===== src/deiu_pkg.sv =====
// Purpose: Shared constants and types for the converter event interrupt unit.
// Assumes: Eight-bit registers on a seven-bit address serial control port.
// Notes: Offsets, reset values, field positions and counts live here only.
package deiu_pkg;

    // Register offsets on the serial control port
    localparam logic [6:0] DEIU_OFF_EN_A = 7'h03;
    localparam logic [6:0] DEIU_OFF_EN_B = 7'h04;
    localparam logic [6:0] DEIU_OFF_FLAGS_A = 7'h05;
    localparam logic [6:0] DEIU_OFF_FLAGS_B = 7'h06;
    localparam logic [6:0] DEIU_OFF_ROUTE_A = 7'h07;
    localparam logic [6:0] DEIU_OFF_ROUTE_B = 7'h08;
    localparam logic [6:0] DEIU_OFF_FRAME_CFG = 7'h09;

    // Values after reset
    localparam logic [7:0] DEIU_RST_EN = 8'h00;
    localparam logic [7:0] DEIU_RST_FLAGS = 8'h00;
    localparam logic [7:0] DEIU_RST_ROUTE = 8'h00;
    localparam logic [7:0] DEIU_RST_FRAME_CFG = 8'h00;

    // Implemented bits; the rest read as zero
    localparam logic [7:0] DEIU_MASK_A = 8'h7F;
    localparam logic [7:0] DEIU_MASK_B = 8'hF7;

    // Frame configuration field positions
    localparam int DEIU_POS_PAR_USE = 5;
    localparam int DEIU_POS_FRM_USE = 4;
    localparam int DEIU_POS_FN_LO = 0;

    // FIFO warning thresholds in slots
    localparam int DEIU_FIFO_WARN_LOW = 1;
    localparam int DEIU_FIFO_WARN_HIGH = 6;

    // Serial frame: one read/write bit, seven address bits, eight data bits
    localparam logic [4:0] DEIU_LAST_INSTR_BIT = 5'h07;
    localparam logic [4:0] DEIU_LAST_DATA_BIT = 5'h0F;
    localparam logic [4:0] DEIU_BIT_CNT_END = 5'h10;
    localparam int DEIU_POS_RW = 7;

    // Pin synchroniser reset image, ordered {cs_n, sclk, sdio}
    localparam logic [2:0] DEIU_PIN_RST = 3'h4;

    typedef enum logic [1:0] {
        DEIU_FN_NONE = 2'b00,
        DEIU_FN_PARITY = 2'b01,
        DEIU_FN_FRAME = 2'b10,
        DEIU_FN_RSVD = 2'b11
    } deiu_frame_fn_type;

    typedef enum logic [1:0] {
        DEIU_PH_IDLE = 2'b00,
        DEIU_PH_INSTR = 2'b01,
        DEIU_PH_DATA = 2'b10,
        DEIU_PH_DONE = 2'b11
    } deiu_phase_type;

    // First group of event sources, one level per event
    typedef struct packed {
        logic sync_lost;
        logic sync_locked;
        logic sync_done;
        logic clk_mult_lost;
        logic clk_mult_locked;
        logic over_threshold;
        logic output_muted;
    } deiu_events_a_type;

    // Second group of event sources; FIFO events are derived internally
    typedef struct packed {
        logic parity_fail;
        logic sample_error;
        logic loop_warning;
        logic loop_locked;
    } deiu_events_b_type;

    typedef struct packed {
        logic parity_in_use;
        logic frame_in_use;
        deiu_frame_fn_type frame_pin_function;
    } deiu_frame_cfg_type;

endpackage


===== src/deiu_flag_bank.sv =====
// Purpose: Bank of sticky event flags with a clear strobe.
// Assumes: Set inputs come from logic on clk_i.
// Notes: A set in the clear cycle keeps the flag, so no event is lost.
`timescale 1ns/10ps
module deiu_flag_bank #(
    parameter int W = 8,
    parameter logic [W-1:0] RST_VAL = '0
) (
    input wire logic clk_i,
    input wire logic rstn_i,
    input wire logic [W-1:0] set_i,
    input wire logic clr_i,
    output logic [W-1:0] flags_o
);

    typedef struct packed {
        logic [W-1:0] flags;
    } deiu_flag_state_type;

    deiu_flag_state_type st_q;
    deiu_flag_state_type st_d;

    // Set wins over clear; a held source re-sets its flag every cycle
    always_comb begin
        st_d = st_q;
        if (clr_i) begin
            st_d.flags = set_i;
        end else begin
            st_d.flags = st_q.flags | set_i;
        end
    end

    always_ff @(posedge clk_i or negedge rstn_i) begin
        if (!rstn_i) begin
            st_q <= RST_VAL;
        end else begin
            st_q <= st_d;
        end
    end

    assign flags_o = st_q.flags;

endmodule


===== src/deiu_pin_sync.sv =====
// Purpose: Three-stage synchroniser with agreement filter for pin inputs.
// Assumes: Inputs are asynchronous to clk_i.
// Notes: Output moves only when the second and third stages agree.
`timescale 1ns/10ps
module deiu_pin_sync #(
    parameter int W = 3,
    parameter logic [W-1:0] RST_VAL = '0
) (
    input wire logic clk_i,
    input wire logic rstn_i,
    input wire logic [W-1:0] pin_i,
    output logic [W-1:0] level_o
);

    typedef struct packed {
        logic [W-1:0] s1;
        logic [W-1:0] s2;
        logic [W-1:0] s3;
        logic [W-1:0] level;
    } deiu_sync_state_type;

    deiu_sync_state_type st_q;
    deiu_sync_state_type st_d;

    // First stage feeds only the second; filter looks at stages two and three
    always_comb begin
        st_d = st_q;
        st_d.s1 = pin_i;
        st_d.s2 = st_q.s1;
        st_d.s3 = st_q.s2;
        for (int i = 0; i < W; i++) begin
            if (st_q.s2[i] == st_q.s3[i]) begin
                st_d.level[i] = st_q.s3[i];
            end
        end
    end

    always_ff @(posedge clk_i or negedge rstn_i) begin
        if (!rstn_i) begin
            st_q <= {RST_VAL, RST_VAL, RST_VAL, RST_VAL};
        end else begin
            st_q <= st_d;
        end
    end

    assign level_o = st_q.level;

endmodule


===== src/deiu_top.sv =====
// Purpose: Event interrupt unit of a converter, reached over a three-wire serial port.
// Assumes: Event sources and FIFO pointers run on clk_i; serial pins are asynchronous.
// Notes: Serial clock must stay well below clk_i because pins pass a three-stage filter.
//
// Behaviour
// - First enable register gates sync, multiplier lock, power and mute interrupts.
// - Second enable register gates parity, sample error, loop and FIFO interrupts.
// - Both enable registers reset to zero, all interrupts disabled.
// - Sync-lost flag, bit 6 of first flags, sets when sync is lost.
// - Sync-locked flag bit 5 and sync-done flag bit 4 set on their events.
// - Multiplier lock-lost bit 3 and locked bit 2 set on their events.
// - Over-threshold flag bit 1 sets when input power exceeds threshold.
// - Output-muted flag bit 0 sets while output is forced to midscale.
// - Parity-failure flag, bit 7 of second flags, sets on parity error.
// - Sample-error flag bit 6 sets when pattern comparison fails.
// - Loop-warning bit 5 and loop-locked bit 4 set on loop events.
// - FIFO underflow flag bit 2 sets when read pointer catches write pointer.
// - FIFO overflow flag bit 1 sets when write pointer catches read pointer.
// - FIFO warning flag bit 0 sets when occupancy is at most 1 or at least 6.
// - Both flag registers are read-only and reset to zero.
// - Routing bit zero sends event to first pin, one to second pin.
// - Both routing registers reset to zero, all events on first pin.
// - Two-bit frame pin field: none, parity input, frame input, reserved.
`timescale 1ns/10ps
module deiu_top #(
    parameter int PTR_W = 3
) (
    input wire logic clk_i,
    input wire logic rstn_i,
    input wire logic spi_cs_n_i,
    input wire logic spi_sclk_i,
    input wire logic spi_sdio_i,
    output logic spi_sdio_o,
    output logic spi_sdio_oe_o,
    input wire deiu_pkg::deiu_events_a_type events_a_i,
    input wire deiu_pkg::deiu_events_b_type events_b_i,
    input wire logic [PTR_W-1:0] fifo_wr_ptr_i,
    input wire logic [PTR_W-1:0] fifo_rd_ptr_i,
    output logic irq_pin_first_n_o,
    output logic irq_pin_second_n_o,
    output deiu_pkg::deiu_frame_cfg_type frame_cfg_o
);

    typedef struct packed {
        logic [7:0] en_a;
        logic [7:0] en_b;
        logic [7:0] route_a;
        logic [7:0] route_b;
        deiu_pkg::deiu_frame_cfg_type frame_cfg;
        logic [PTR_W-1:0] wr_ptr_prev;
        logic [PTR_W-1:0] rd_ptr_prev;
        deiu_pkg::deiu_phase_type phase;
        logic [4:0] bit_cnt;
        logic [7:0] instr;
        logic [7:0] rx;
        logic [7:0] tx;
        logic sclk_prev;
        logic sdo;
        logic sdo_oe;
        logic clr_a;
        logic clr_b;
        logic irq_pin_first_n;
        logic irq_pin_second_n;
    } deiu_top_state_type;

    deiu_top_state_type st_q;
    deiu_top_state_type st_d;

    logic [2:0] pins_s;
    logic cs_n_s;
    logic sclk_s;
    logic sdi_s;
    logic [7:0] flags_a;
    logic [7:0] flags_b;
    logic [7:0] set_a;
    logic [7:0] set_b;
    logic fifo_under;
    logic fifo_over;
    logic fifo_warn;
    logic [PTR_W-1:0] fifo_occ;

    // Read view of the register file; unmapped and reserved bits read as zero
    function automatic logic [7:0] read_mux(
        input logic [6:0] addr,
        input deiu_top_state_type s,
        input logic [7:0] fa,
        input logic [7:0] fb
    );
        logic [7:0] v;
        v = 8'h00;
        if (addr == deiu_pkg::DEIU_OFF_EN_A) begin
            v = s.en_a;
        end else if (addr == deiu_pkg::DEIU_OFF_EN_B) begin
            v = s.en_b;
        end else if (addr == deiu_pkg::DEIU_OFF_FLAGS_A) begin
            v = fa;
        end else if (addr == deiu_pkg::DEIU_OFF_FLAGS_B) begin
            v = fb;
        end else if (addr == deiu_pkg::DEIU_OFF_ROUTE_A) begin
            v = s.route_a;
        end else if (addr == deiu_pkg::DEIU_OFF_ROUTE_B) begin
            v = s.route_b;
        end else if (addr == deiu_pkg::DEIU_OFF_FRAME_CFG) begin
            v[deiu_pkg::DEIU_POS_PAR_USE] = s.frame_cfg.parity_in_use;
            v[deiu_pkg::DEIU_POS_FRM_USE] = s.frame_cfg.frame_in_use;
            v[deiu_pkg::DEIU_POS_FN_LO +: 2] = s.frame_cfg.frame_pin_function;
        end
        return v;
    endfunction

    // One pin is asserted when an enabled, flagged event is routed to it
    function automatic logic pin_hit(
        input logic [7:0] flags,
        input logic [7:0] en,
        input logic [7:0] route,
        input logic [7:0] mask,
        input logic second
    );
        logic [7:0] sel;
        sel = second ? route : ~route;
        return |(flags & en & sel & mask);
    endfunction

    // All three serial pins share one filter so their relative timing is kept
    deiu_pin_sync #(
        .W(3),
        .RST_VAL(deiu_pkg::DEIU_PIN_RST)
    ) u_pin_sync (
        .clk_i(clk_i),
        .rstn_i(rstn_i),
        .pin_i({spi_cs_n_i, spi_sclk_i, spi_sdio_i}),
        .level_o(pins_s)
    );

    assign cs_n_s = pins_s[2];
    assign sclk_s = pins_s[1];
    assign sdi_s = pins_s[0];

    // FIFO events from pointer movement and occupancy; a pointer that moves onto the other one collides
    assign fifo_occ = fifo_wr_ptr_i - fifo_rd_ptr_i;
    assign fifo_under = (fifo_rd_ptr_i != st_q.rd_ptr_prev)
        && (fifo_rd_ptr_i == fifo_wr_ptr_i);
    assign fifo_over = (fifo_wr_ptr_i != st_q.wr_ptr_prev)
        && (fifo_wr_ptr_i == fifo_rd_ptr_i);
    assign fifo_warn = (fifo_occ <= PTR_W'(deiu_pkg::DEIU_FIFO_WARN_LOW))
        || (fifo_occ >= PTR_W'(deiu_pkg::DEIU_FIFO_WARN_HIGH));

    // Event sources mapped onto flag positions
    assign set_a = {1'b0, events_a_i.sync_lost,
        events_a_i.sync_locked, events_a_i.sync_done,
        events_a_i.clk_mult_lost, events_a_i.clk_mult_locked,
        events_a_i.over_threshold,
        events_a_i.output_muted};
    assign set_b = {events_b_i.parity_fail,
        events_b_i.sample_error,
        events_b_i.loop_warning, events_b_i.loop_locked,
        1'b0, fifo_under, fifo_over, fifo_warn};

    // Flag registers have no write path from the serial port
    deiu_flag_bank #(
        .W(8),
        .RST_VAL(deiu_pkg::DEIU_RST_FLAGS)
    ) u_flags_a (
        .clk_i(clk_i),
        .rstn_i(rstn_i),
        .set_i(set_a),
        .clr_i(st_q.clr_a),
        .flags_o(flags_a)
    );

    deiu_flag_bank #(
        .W(8),
        .RST_VAL(deiu_pkg::DEIU_RST_FLAGS)
    ) u_flags_b (
        .clk_i(clk_i),
        .rstn_i(rstn_i),
        .set_i(set_b),
        .clr_i(st_q.clr_b),
        .flags_o(flags_b)
    );

    // Serial slave, register writes and interrupt pins
    always_comb begin
        logic rise;
        logic fall;
        logic is_read;
        logic [6:0] addr;
        rise = 1'b0;
        fall = 1'b0;
        is_read = 1'b0;
        addr = 7'h00;
        st_d = st_q;
        rise = sclk_s && !st_q.sclk_prev;
        fall = !sclk_s && st_q.sclk_prev;
        is_read = st_q.instr[deiu_pkg::DEIU_POS_RW];
        addr = st_q.instr[6:0];
        st_d.sclk_prev = sclk_s;
        st_d.wr_ptr_prev = fifo_wr_ptr_i;
        st_d.rd_ptr_prev = fifo_rd_ptr_i;
        st_d.clr_a = 1'b0;
        st_d.clr_b = 1'b0;
        if (cs_n_s) begin
            // Deselect aborts any frame and releases the data pin
            st_d.phase = deiu_pkg::DEIU_PH_IDLE;
            st_d.bit_cnt = 5'h00;
            st_d.sdo_oe = 1'b0;
            st_d.sdo = 1'b0;
        end else begin
            case (st_q.phase)
                deiu_pkg::DEIU_PH_IDLE: begin
                    st_d.phase = deiu_pkg::DEIU_PH_INSTR;
                    st_d.bit_cnt = 5'h00;
                    if (rise) begin
                        st_d.instr = {st_q.instr[6:0], sdi_s};
                        st_d.bit_cnt = 5'h01;
                    end
                end
                deiu_pkg::DEIU_PH_INSTR: begin
                    if (rise) begin
                        st_d.instr = {st_q.instr[6:0], sdi_s};
                        st_d.bit_cnt = st_q.bit_cnt + 5'h01;
                        if (st_q.bit_cnt == deiu_pkg::DEIU_LAST_INSTR_BIT) begin
                            st_d.phase = deiu_pkg::DEIU_PH_DATA;
                        end
                    end
                end
                deiu_pkg::DEIU_PH_DATA: begin
                    if (st_q.bit_cnt == 5'h08 && is_read && !st_q.sdo_oe && !fall
                        && st_q.tx == 8'h00 && st_q.rx == 8'h00) begin
                        st_d.tx = read_mux(addr, st_q, flags_a, flags_b);
                        // Reading a flag register clears flags whose sources are gone
                        st_d.clr_a = (addr == deiu_pkg::DEIU_OFF_FLAGS_A);
                        st_d.clr_b = (addr == deiu_pkg::DEIU_OFF_FLAGS_B);
                        st_d.rx = 8'h01;
                    end
                    if (fall && is_read) begin
                        // Read data leaves on falling edges, host samples on rising
                        st_d.sdo = st_q.tx[7];
                        st_d.tx = {st_q.tx[6:0], 1'b0};
                        st_d.sdo_oe = 1'b1;
                    end
                    if (rise) begin
                        st_d.bit_cnt = st_q.bit_cnt + 5'h01;
                        if (!is_read) begin
                            st_d.rx = {st_q.rx[6:0], sdi_s};
                        end
                        if (st_q.bit_cnt == deiu_pkg::DEIU_LAST_DATA_BIT) begin
                            st_d.phase = deiu_pkg::DEIU_PH_DONE;
                        end
                    end
                end
                deiu_pkg::DEIU_PH_DONE: begin
                    st_d.bit_cnt = deiu_pkg::DEIU_BIT_CNT_END;
                    if (!is_read) begin
                        // Register write on the sixteenth bit; flag and unmapped addresses ignore it
                        if (addr == deiu_pkg::DEIU_OFF_EN_A) begin
                            st_d.en_a = st_q.rx & deiu_pkg::DEIU_MASK_A;
                        end else if (addr == deiu_pkg::DEIU_OFF_EN_B) begin
                            st_d.en_b = st_q.rx & deiu_pkg::DEIU_MASK_B;
                        end else if (addr == deiu_pkg::DEIU_OFF_ROUTE_A) begin
                            st_d.route_a = st_q.rx & deiu_pkg::DEIU_MASK_A;
                        end else if (addr == deiu_pkg::DEIU_OFF_ROUTE_B) begin
                            st_d.route_b = st_q.rx & deiu_pkg::DEIU_MASK_B;
                        end else if (addr == deiu_pkg::DEIU_OFF_FRAME_CFG) begin
                            st_d.frame_cfg.parity_in_use = st_q.rx[deiu_pkg::DEIU_POS_PAR_USE];
                            st_d.frame_cfg.frame_in_use = st_q.rx[deiu_pkg::DEIU_POS_FRM_USE];
                            st_d.frame_cfg.frame_pin_function =
                                deiu_pkg::deiu_frame_fn_type'(
                                st_q.rx[deiu_pkg::DEIU_POS_FN_LO +: 2]);
                        end
                        st_d.instr[deiu_pkg::DEIU_POS_RW] = 1'b1;
                        st_d.instr[6:0] = 7'h7F;
                    end
                    // Extra clocks after the frame are ignored until deselect
                    if (fall && is_read) begin
                        st_d.sdo_oe = 1'b0;
                    end
                end
                default: begin
                    st_d.phase = deiu_pkg::DEIU_PH_IDLE;
                end
            endcase
            if (st_q.phase == deiu_pkg::DEIU_PH_INSTR && rise
                && st_q.bit_cnt == deiu_pkg::DEIU_LAST_INSTR_BIT) begin
                st_d.tx = 8'h00;
                st_d.rx = 8'h00;
            end
        end
        // Pins are registered; one cycle after a flag or enable change
        st_d.irq_pin_first_n = !(pin_hit(flags_a, st_q.en_a, st_q.route_a, deiu_pkg::DEIU_MASK_A, 1'b0)
            || pin_hit(flags_b, st_q.en_b, st_q.route_b, deiu_pkg::DEIU_MASK_B, 1'b0));
        st_d.irq_pin_second_n = !(pin_hit(flags_a, st_q.en_a, st_q.route_a, deiu_pkg::DEIU_MASK_A, 1'b1)
            || pin_hit(flags_b, st_q.en_b, st_q.route_b, deiu_pkg::DEIU_MASK_B, 1'b1));
    end

    // Control state resets to documented defaults; pins idle inactive
    always_ff @(posedge clk_i or negedge rstn_i) begin
        if (!rstn_i) begin
            st_q <= '0;
            st_q.en_a <= deiu_pkg::DEIU_RST_EN;
            st_q.en_b <= deiu_pkg::DEIU_RST_EN;
            st_q.route_a <= deiu_pkg::DEIU_RST_ROUTE;
            st_q.route_b <= deiu_pkg::DEIU_RST_ROUTE;
            st_q.frame_cfg <= {deiu_pkg::DEIU_RST_FRAME_CFG[5:4],
                deiu_pkg::DEIU_RST_FRAME_CFG[1:0]};
            st_q.phase <= deiu_pkg::DEIU_PH_IDLE;
            st_q.irq_pin_first_n <= 1'b1;
            st_q.irq_pin_second_n <= 1'b1;
        end else begin
            st_q <= st_d;
        end
    end

    assign spi_sdio_o = st_q.sdo;
    assign spi_sdio_oe_o = st_q.sdo_oe;
    assign irq_pin_first_n_o = st_q.irq_pin_first_n;
    assign irq_pin_second_n_o = st_q.irq_pin_second_n;
    assign frame_cfg_o = st_q.frame_cfg;

endmodule

===== config.mk =====
export PLATFORM = sky130hd
export DESIGN_NAME = deiu_top
export DESIGN_NICKNAME = d
export VERILOG_FILES = /design/src/deiu_pkg.sv /design/src/deiu_flag_bank.sv /design/src/deiu_pin_sync.sv /design/src/deiu_top.sv
export SDC_FILE = /design/constraint.sdc
export NUM_CORES = 1
export LEC_CHECK = 0
export ABC_AREA = 1
export BUFFER_PORTS_ARGS = -buffer_cell sky130_fd_sc_hd__buf_2
export CAP_MARGIN = 20
export CORE_MARGIN = 4
export CORE_UTILIZATION = 40
export CTS_CLUSTER_DIAMETER = 120
export DETAILED_ROUTE_END_ITERATION = 10
export RECOVER_POWER = 25
export SLEW_MARGIN = 10
export SYNTH_ARGS = -nofsm -noshare
export SYNTH_HDL_FRONTEND = slang
export SYNTH_SLANG_ARGS = --single-unit

===== constraint.sdc =====
create_clock -name clk_i -period 2 [get_ports clk_i]
set_input_delay 0.5 -clock clk_i [delete_from_list [all_inputs] [get_ports clk_i]]
set_output_delay 0.5 -clock clk_i [all_outputs]
set_load 0.05 [all_outputs]

==> results.md, run 1 <==
- Counting the fill cells in the layout gives 1210.
- The final design utilization is 0.476.
- The total congestion overflow is 0.
- At the end of routability-driven placement, the weighted congestion stood at 0.965.
- The standard cell area after detailed placement is 5470 um2.
- The library cell used most frequently in the layout, excluding fill and tap cells, is sky130_fd_sc_hd__nand2_1.
- The transition time at the pin with the least slew margin is 0.932 ns.
- For this block, wires on met1 add up to 5980 um.
- The cell count after synthesis is 595.
- The starting utilization of the core area is 0.414.
- In this run, the number of DRC markers left after iteration 0 of detailed routing was 275.
- The first global-routing pass estimated 21900 um of wire.
- The detailed router placed 4193 vias in this run.
- The critical path goes through ha_1 > nand2_1 > nor3_4 > nand3_2 > nor2_2 > nor2_1 > a31oi_4 > inv_2 > nand2_1 > nand2_1.
- Of the post-synthesis cell area, the part taken by muxes is 0.
- Based on the critical path, the design can be clocked at up to 0.552 GHz.
- The repair_antennas step left the layout with diodes totalling 0.
- CTS saw 102 sinks.
- The run finished with clean final reports.
- The final layout contains 675 nets.
- The final routed wire length divided by cell count is 16.2 um.
- The total met3 wirelength after detailed routing is 845 um.
- For this design, the CTS-stage hold fixing added 0 buffers.
- In the global route stage, overall resource usage came out at 0.196.
- The region available for standard cell placement spans 12200 um2.
- The highest routing layer actually used is met4.
- The met2 wire length is 5980 um.
- The maximum clock insertion buffer count is 2.
- The largest net degree at the start of global routing is 34.
- The setup violation total in the final timing report is 0.
- In the final layout, the share of cells above drive strength 1 is 0.134.
- The fraction of the yosys area taken by sequential cells is 0.509.
- The family with the most delay on the worst path is simple AND/OR/NAND/NOR gates.
- The clock reaches the later pin of the worst-skew pair after 0.35 ns.
- The die area is 14400 um2.
- The path category of the worst min-delay check is input pin to register.
- The number of antenna violations at the first check in global routing came to 0.
- The count of pins over their slew limit is 0.
- The share of the synthesized area in the top cell type is 0.477.
- Along the worst path, the maximum fanout reaches 9.
- The max-capacitance violation count is 0.
- The parity-gate share of the synthesized area counting xor and xnor cells is 0.0139.
- The clock buffer count from CTS is 9.
- The number of global-route vias before repair is 4266.
- The synthesized-area fraction occupied by ao, oa, aoi and oai cells is 0.148.
- Once detail routing completed, the nets flagged for antenna violations numbered 0.
- On the worst path, the slowest cell contributes a delay of 0.37 ns.
- After legalization and detailed placement, the total HPWL measured 9930 um.
- The fraction of synthesis flops using an asynchronous set or reset pin is 1.00.
- The clock transition at the registers of the reported paths is 0.06 ns.
- Of the total synthesized cell area, the portion taken by AND, OR, NAND and NOR gates is 0.218.
- In the layout the commonest cells are sky130_fd_sc_hd__nand2_1, sky130_fd_sc_hd__dfrtp_1, sky130_fd_sc_hd__inv_1, sky130_fd_sc_hd__o21ai_0, sky130_fd_sc_hd__nor2_1.
- The clock period could shrink to 1.81 ns.
- The area of all placed cells without fillers is 5780 um2.
- The biggest area contributor in the post-synthesis netlist is sky130_fd_sc_hd__dfrtp_1.
- For this run, design rule violations remaining after detail routing come to 0.
- The clock tree from TritonCTS is done.
- After synthesis, the netlist uses 44 different library cells.
- The required time reported for the critical path endpoint is 2.24 ns.
- The sort of element at the end of the critical path is a register.
- The number of hold violations in the final report was 0.
- Before antenna repair, the detailed router went through 5 iterations.
- The most used flip-flop cell after synthesis is sky130_fd_sc_hd__dfrtp_1.
- The standard cell with the maximum stage delay on the critical path is sky130_fd_sc_hd__dfrtp_1.
- The static leakage is 2.76 nW.
- After detailed routing, the number of vias per cell comes to 5.14.
- The arithmetic-cell share of the synthesized area counting full adders, half adders and majority gates is 0.0323.
- The CTS root buffer is sky130_fd_sc_hd__clkbuf_16.
- The worst setup path is of the register to register kind.
- The H-tree depth is 3.
- In this run the horizontal extent of the chip is 120 um.
- Pin placement for this block handled 30 I/O pins.
- Sorting the synthesized cells by area gives the leading types as sky130_fd_sc_hd__dfrtp_1, sky130_fd_sc_hd__nand2_1, sky130_fd_sc_hd__inv_1.
- After synthesis, the largest family of logic cells by area is simple AND/OR/NAND/NOR gates.
- The growth of design area from synthesis to finish is 14.9%.
- The part of the cycle the worst path needs is 0.907.
- For this run, the number of Yosys warnings is 0.
- The worst path buffer plus inverter count is 1.
- The average cell area after synthesis is 8.46 um2.
- The total power density per cell area is 906 nW/um2.
- The vertical die dimension is 120 um.
- STA classifies the critical path startpoint as a register.
- The most numerous cell type found on the critical path is sky130_fd_sc_hd__nand2_1.
- The net count after synthesis is 627.
- After layout, the design draws a total of 0.00524 W.
- The number of enable flip-flop cells after synthesis is 0.
- The count of standard-cell rows is 40.
- The normalized max-slew margin is 0.379.
- The mapped cell area is 5030 um2.
- After synthesis the netlist holds a flip-flop and latch count of 102.
- The count of input and output buffers is 29.
- For this block, the routed nets add up to 13200 um of wire.
- The setup skew after layout is 0.00778 ns.
- The signal arrival time at the worst endpoint is 2.05 ns.
- The worst vdd rail ir drop is 0.630 mV.
## cells in the mapped netlist (all sizes together) (2+ instances only)
master	count
a21oi	18
a31oi	2
buf	12
dfrtp	96
dfstp	6
ha	9
inv	83
maj3	3
nand2	144
nand3	37
nand4	7
nor2	47
nor3	11
nor4	3
o2111ai	3
o211ai	9
o21ai	60
o21bai	12
o22ai	9
o31ai	5
or2	2
xor2	7
## state kept, by name, indices dropped and copies added (netlist names)
register            count
u_pin_sync.st_d         6
irq_pin_first_n_o       1
u_flags_b.flags_o       7
u_pin_sync.level_o      3
spi_sdio_oe_o           1
irq_pin_second_n_o      1
u_pin_sync.st_q         3
u_flags_a.flags_o       7
st_q                   68
spi_sdio_o              1
frame_cfg_o             4
## cells by family after synthesis
logic type | count (synthesis)
fa+ha+maj | 13
flops | 102
simple gates | 252
buf+inv | 97
compound gates | 123
xor+xnor | 8
## per-stage QoR
step	worst slack, ns	hold slack [ns]	instances	TNS (ns)
2_1_floorplan	0.360	0.204	595	0
3_3_place_gp	0.212	0.336	798	0
3_5_place_dp	0.125	0.335	798	0
4_1_cts	0.102	0.116	814	0
5_1_grt	-0.0127	0.232	816	-0.0127
6_report	0.187	0.245	816	0
## per-layer routing
layer / vias to the layer above / GRT usage
met5: - / 0
met4: 0 / 0.0709
li1: 2047 / -
met3: 27 / 0.0509
met2: 114 / 0.300
met1: 2005 / 0.267
## where the power goes
group	total, W	internal [W]	switching, W
Combinational	0.00121	0.000370	0.000838
Clock	0.00168	0.000917	0.000762
Sequential	0.00235	0.00221	0.000143
Total	0.00524	0.00350	0.00174
## worst paths after layout
check / start / to / slack, ns / cells after the start
max reg2reg: st_q[32] / st_q[11] / 0.19 / 10
max in group asynchronous: rstn_i / st_q[8] / 0.55 / 2
min: spi_cs_n_i / u_pin_sync.st_d[8] / 0.24 / 1
min in group asynchronous: rstn_i / frame_cfg_o[2] / 0.28 / 1
min reg2reg: u_pin_sync.st_d[6] / u_pin_sync.st_d[3] / 0.35 / 0
max: st_q[32] / st_q[11] / 0.19 / 10
## layout make-up
| class | count | area, um2 | share of cell area |
|---|---|---|---|
| clock buffer | 12 | 256 | 0.0444 |
| clock inverter | 4 | 31.3 | 0.00541 |
| inverter | 84 | 315 | 0.0545 |
| multi-input combinational | 396 | 2110 | 0.365 |
| sequential | 102 | 2560 | 0.443 |
| tap | 168 | 210 | 0.0363 |
| timing repair buffer | 50 | 302 | 0.0521 |
## repair_timing
| action | 4_1_cts | 5_1_grt |
|---|---|---|
| resized for setup | 0 | 9 |
| setup buffers | 0 | 2 |
| hold endpoints to repair | 0 | 0 |
| endpoints found under the setup margin | 0 | 17 |
(Power assumes the default switching activity.)
==> run 2: changes to the inputs <==
CORE_UTILIZATION = 61   (was 40)
PLACE_DENSITY = 0.8   (was default)
==> run 2 against run 1 <==
Global-route usage increased by 8.3 points; cell count fell by 8.2%; sequential share of layout area is 1.4 points higher; critical path type unchanged; critical endpoint is now st_q[68]; largest cell class unchanged.
==> results.md, run 2 (synthesis gave the netlist of run 1 again) <==
- The count of standard-cell rows is 32 (was 40).
- The setup total negative slack was 0 ns (unchanged).
- The transition time at the pin with the least slew margin is 0.871 ns (was 0.932 ns).
- The vertical die dimension is 98.8 um (was 120 um).
- The static leakage is 2.73 nW (was 2.76 nW).
- The diode insertion count for antenna repair came to 0 (unchanged).
- The worst path buffer plus inverter count is 1 (unchanged).
- The start of the worst register-to-register path is st_q[37] (was st_q[32]).
- The clock tree from TritonCTS is done (unchanged).
- The horizontal die dimension was 98.8 um (was 120 um).
- The critical hold path startpoint was spi_cs_n_i (unchanged).
- The most common library cell in the layout ignoring fill and taps is sky130_fd_sc_hd__nand2_1 (unchanged).
- The count of pins over their slew limit is 0 (unchanged).
- The shortest clock period the worst path allows after layout is 1.88 ns (was 1.81 ns).
- The normalized max-slew margin is 0.419 (was 0.379).
- The part of the cycle the worst path needs is 0.940 (was 0.907).
- The global-route usage over all layers is 0.279 (was 0.196).
- The standard cell with the maximum stage delay on the critical path is sky130_fd_sc_hd__dfrtp_1 (unchanged).
- The cell type with the highest occurrence count on the critical path is sky130_fd_sc_hd__nand2_1 (unchanged).
- The worst vdd rail ir drop came to 0.650 mV (was 0.630 mV).
- The register containing the most flip-flops in the final layout is st_q (unchanged).
- The number of hold violations in the final report is 0 (unchanged).
- The worst-path maximum fanout was 14 (was 9).
- The register-to-register setup slack is 0.12 ns (was 0.19 ns).
- The maximum clock insertion buffer count is 2 (unchanged).
- The delay of the slowest critical-path stage was 0.41 ns (was 0.37 ns).
- The starting utilization of the core area is 0.638 (was 0.414).
- The signal arrival time at the worst endpoint came to 2.12 ns (was 2.05 ns).
- The sort of element at the end of the critical path is a register (unchanged).
- The highest clock rate came to 0.532 GHz (was 0.552 GHz).
- The final routed wire length divided by cell count is 17.0 um (was 16.2 um).
- Top library cells by usage in the layout, fill and taps aside: sky130_fd_sc_hd__nand2_1, sky130_fd_sc_hd__dfrtp_1, sky130_fd_sc_hd__inv_1, sky130_fd_sc_hd__o21ai_0, sky130_fd_sc_hd__nor2_1 (unchanged).
- The clock buffer count from CTS is 9 (unchanged).
- The number of violations reported at the end of detailed-routing iteration 0 is 258 (was 275).
- The number of global-route vias before repair was 4341 (was 4266).
- The overall power after layout is 0.00499 W (was 0.00524 W).
- The post-route DRC violation count came to 0 (unchanged).
- The family with the most delay on the worst path is simple AND/OR/NAND/NOR gates (unchanged).
- The placeable core region came to 7890 um2 (was 12200 um2).
- The final worst setup slack is 0.119 ns (was 0.187 ns).
- The total power density per cell area is 890 nW/um2 (was 906 nW/um2).
- The final wirelength is 12700 um (was 13200 um).
- The global placer's final weighted congestion came to 0.951 (was 0.965).
- The post-cts hold buffer count was 0 (unchanged).
- The wire length of the first global-routing pass is 21200 um (was 21900 um).
- The depth of the most critical reg-to-reg path was 6 (was 10).
- Status: complete, no violations (unchanged).
- CP cell instances: ha_1 > inv_1 > nor4_2 > nand2_1 > nand2_1 > o21ai_0 (was ha_1 > nand2_1 > nor3_4 > nand3_2 > nor2_2 > nor2_1 > a31oi_4 > inv_2 > nand2_1 > nand2_1).
- The number of optimization iterations in the first detailed-route pass is 5 (unchanged).
- The final design utilization is 0.711 (was 0.476).
- The start-to-end type of the worst setup path is register to register (unchanged).
- The post-placement setup slack is 0.112 ns (was 0.125 ns).
- The number of placed I/O pins is 30 (unchanged).
- The growth of design area from synthesis to finish is 11.4% (was 14.9%).
- The total congestion overflow was 0 (unchanged).
- The largest net degree at the start of global routing is 38 (was 34).
- The layout cell share with drive strength beyond 1 came to 0.133 (was 0.134).
- The category of the worst setup path launch point is a register (unchanged).
- The worst flop-to-flop path endpoint was st_q[68] (was st_q[11]).
- The setup violation total in the final timing report came to 0 (unchanged).
- The CTS root buffer is sky130_fd_sc_hd__clkbuf_8 (was sky130_fd_sc_hd__clkbuf_16).
- The clock insertion delay at the later pin of the skew report is 0.37 ns (was 0.35 ns).
- The die area is 9770 um2 (was 14400 um2).
- The total via count in the routed design is 4259 (was 4193).
- The number of antenna violations at the first check in global routing came to 0 (unchanged).
- The path category of the worst min-delay check is input pin to register (unchanged).
- The number of nets in the layout is 674 (was 675).
- The required time reported for the critical path endpoint was 2.24 ns (about the same).
- The count of input and output buffers is 29 (unchanged).
- The setup skew after layout is 0.0118 ns (was 0.00778 ns).
- Setup repair after global routing could not meet its margin everywhere.
- The clock transition at the registers of the reported paths is 0.11 ns (was 0.06 ns).
- The hold path depth is 1 (unchanged).
- The worst min-delay path endpoint was u_pin_sync.st_d[8] (unchanged).
- The max-capacitance violation count was 0 (unchanged).
- The placed wire-length estimate after detailed placement is 9660 um (was 9930 um).
- The number of clock sinks was 102 (unchanged).
- The post-detailed-route via-to-cell ratio is 5.69 (was 5.14).
- The flip-flop count of the largest register after layout was 68 (unchanged).
- The remaining number of nets flagged by the antenna check after routing was 0 (unchanged).
- The H-tree depth is 3 (unchanged).
-- run 2: cell types whose count changed in the layout (fill, tap and decap cells not counted), sizes merged --
cell and change:
clkbuf -4, inv +5, clkinvlp +1, clkinv -4, bufinv +1
-- run 2: repair_timing --
item                       CTS  global route
setup endpoints to repair    0            23
setup buffers                0             4
resized for setup            0             5
hold endpoints to repair     0             0
-- run 2: layout make-up --
type / count / area [um2]
clock buffer: 9 / 124
clock inverter: 7 / 86.3
fill: 624 / 2280
inverter: 84 / 315
multi-input combinational: 396 / 2090
sequential: 102 / 2560
tap: 102 / 128
timing repair buffer: 49 / 302
-- run 2: worst max path at each step --
stage	startpoint	end	slack, ns	cells past startpoint
2_1_floorplan	spi_sdio_oe_o	st_q[10]	0.36	8
5_1_grt	st_q[26]	st_q[11]	-0.04	13
3_3_place_gp	fifo_wr_ptr_i[0]	u_flags_b.flags_o[0]	0.23	7
3_5_place_dp	fifo_wr_ptr_i[0]	u_flags_b.flags_o[0]	0.11	7
4_1_cts	st_q[36]	st_q[26]	0.09	9
6_report	st_q[37]	st_q[68]	0.12	6
-- run 2: metrics by stage --
stage	std cells	hold WS, ns	cell area [um2]
floorplan	595	0.204	5030
global placement	729	0.343	5370
detailed placement	729	0.343	5370
CTS	745	0.0683	5580
global route	749	0.185	5610
finish	749	0.208	5610
-- run 2: where the power goes --
group,internal (W),switching (W)
sequential,0.00221,0.000133
clock,0.000610,0.000794
combinational,0.000400,0.000844
-- run 2: worst register-to-register path, stage by stage (launching register included) --
cell                      delay (ns)
sky130_fd_sc_hd__dfrtp_1        0.41
sky130_fd_sc_hd__ha_1           0.23
sky130_fd_sc_hd__inv_1          0.10
sky130_fd_sc_hd__nor4_2         0.39
sky130_fd_sc_hd__nand2_1        0.36
sky130_fd_sc_hd__nand2_1        0.15
sky130_fd_sc_hd__o21ai_0        0.10
-- run 2: per-layer routing --
metal | global-route usage | share of wire | vias to the layer above | wire length (um)
li1 | - | - | 2043 | -
met1 | 0.358 | 0.42 | 2054 | 5380
met2 | 0.465 | 0.49 | 137 | 6260
met3 | 0.0587 | 0.054 | 25 | 685
met4 | 0.107 | 0.031 | 0 | 389
met5 | 0 | 0 | - | 0
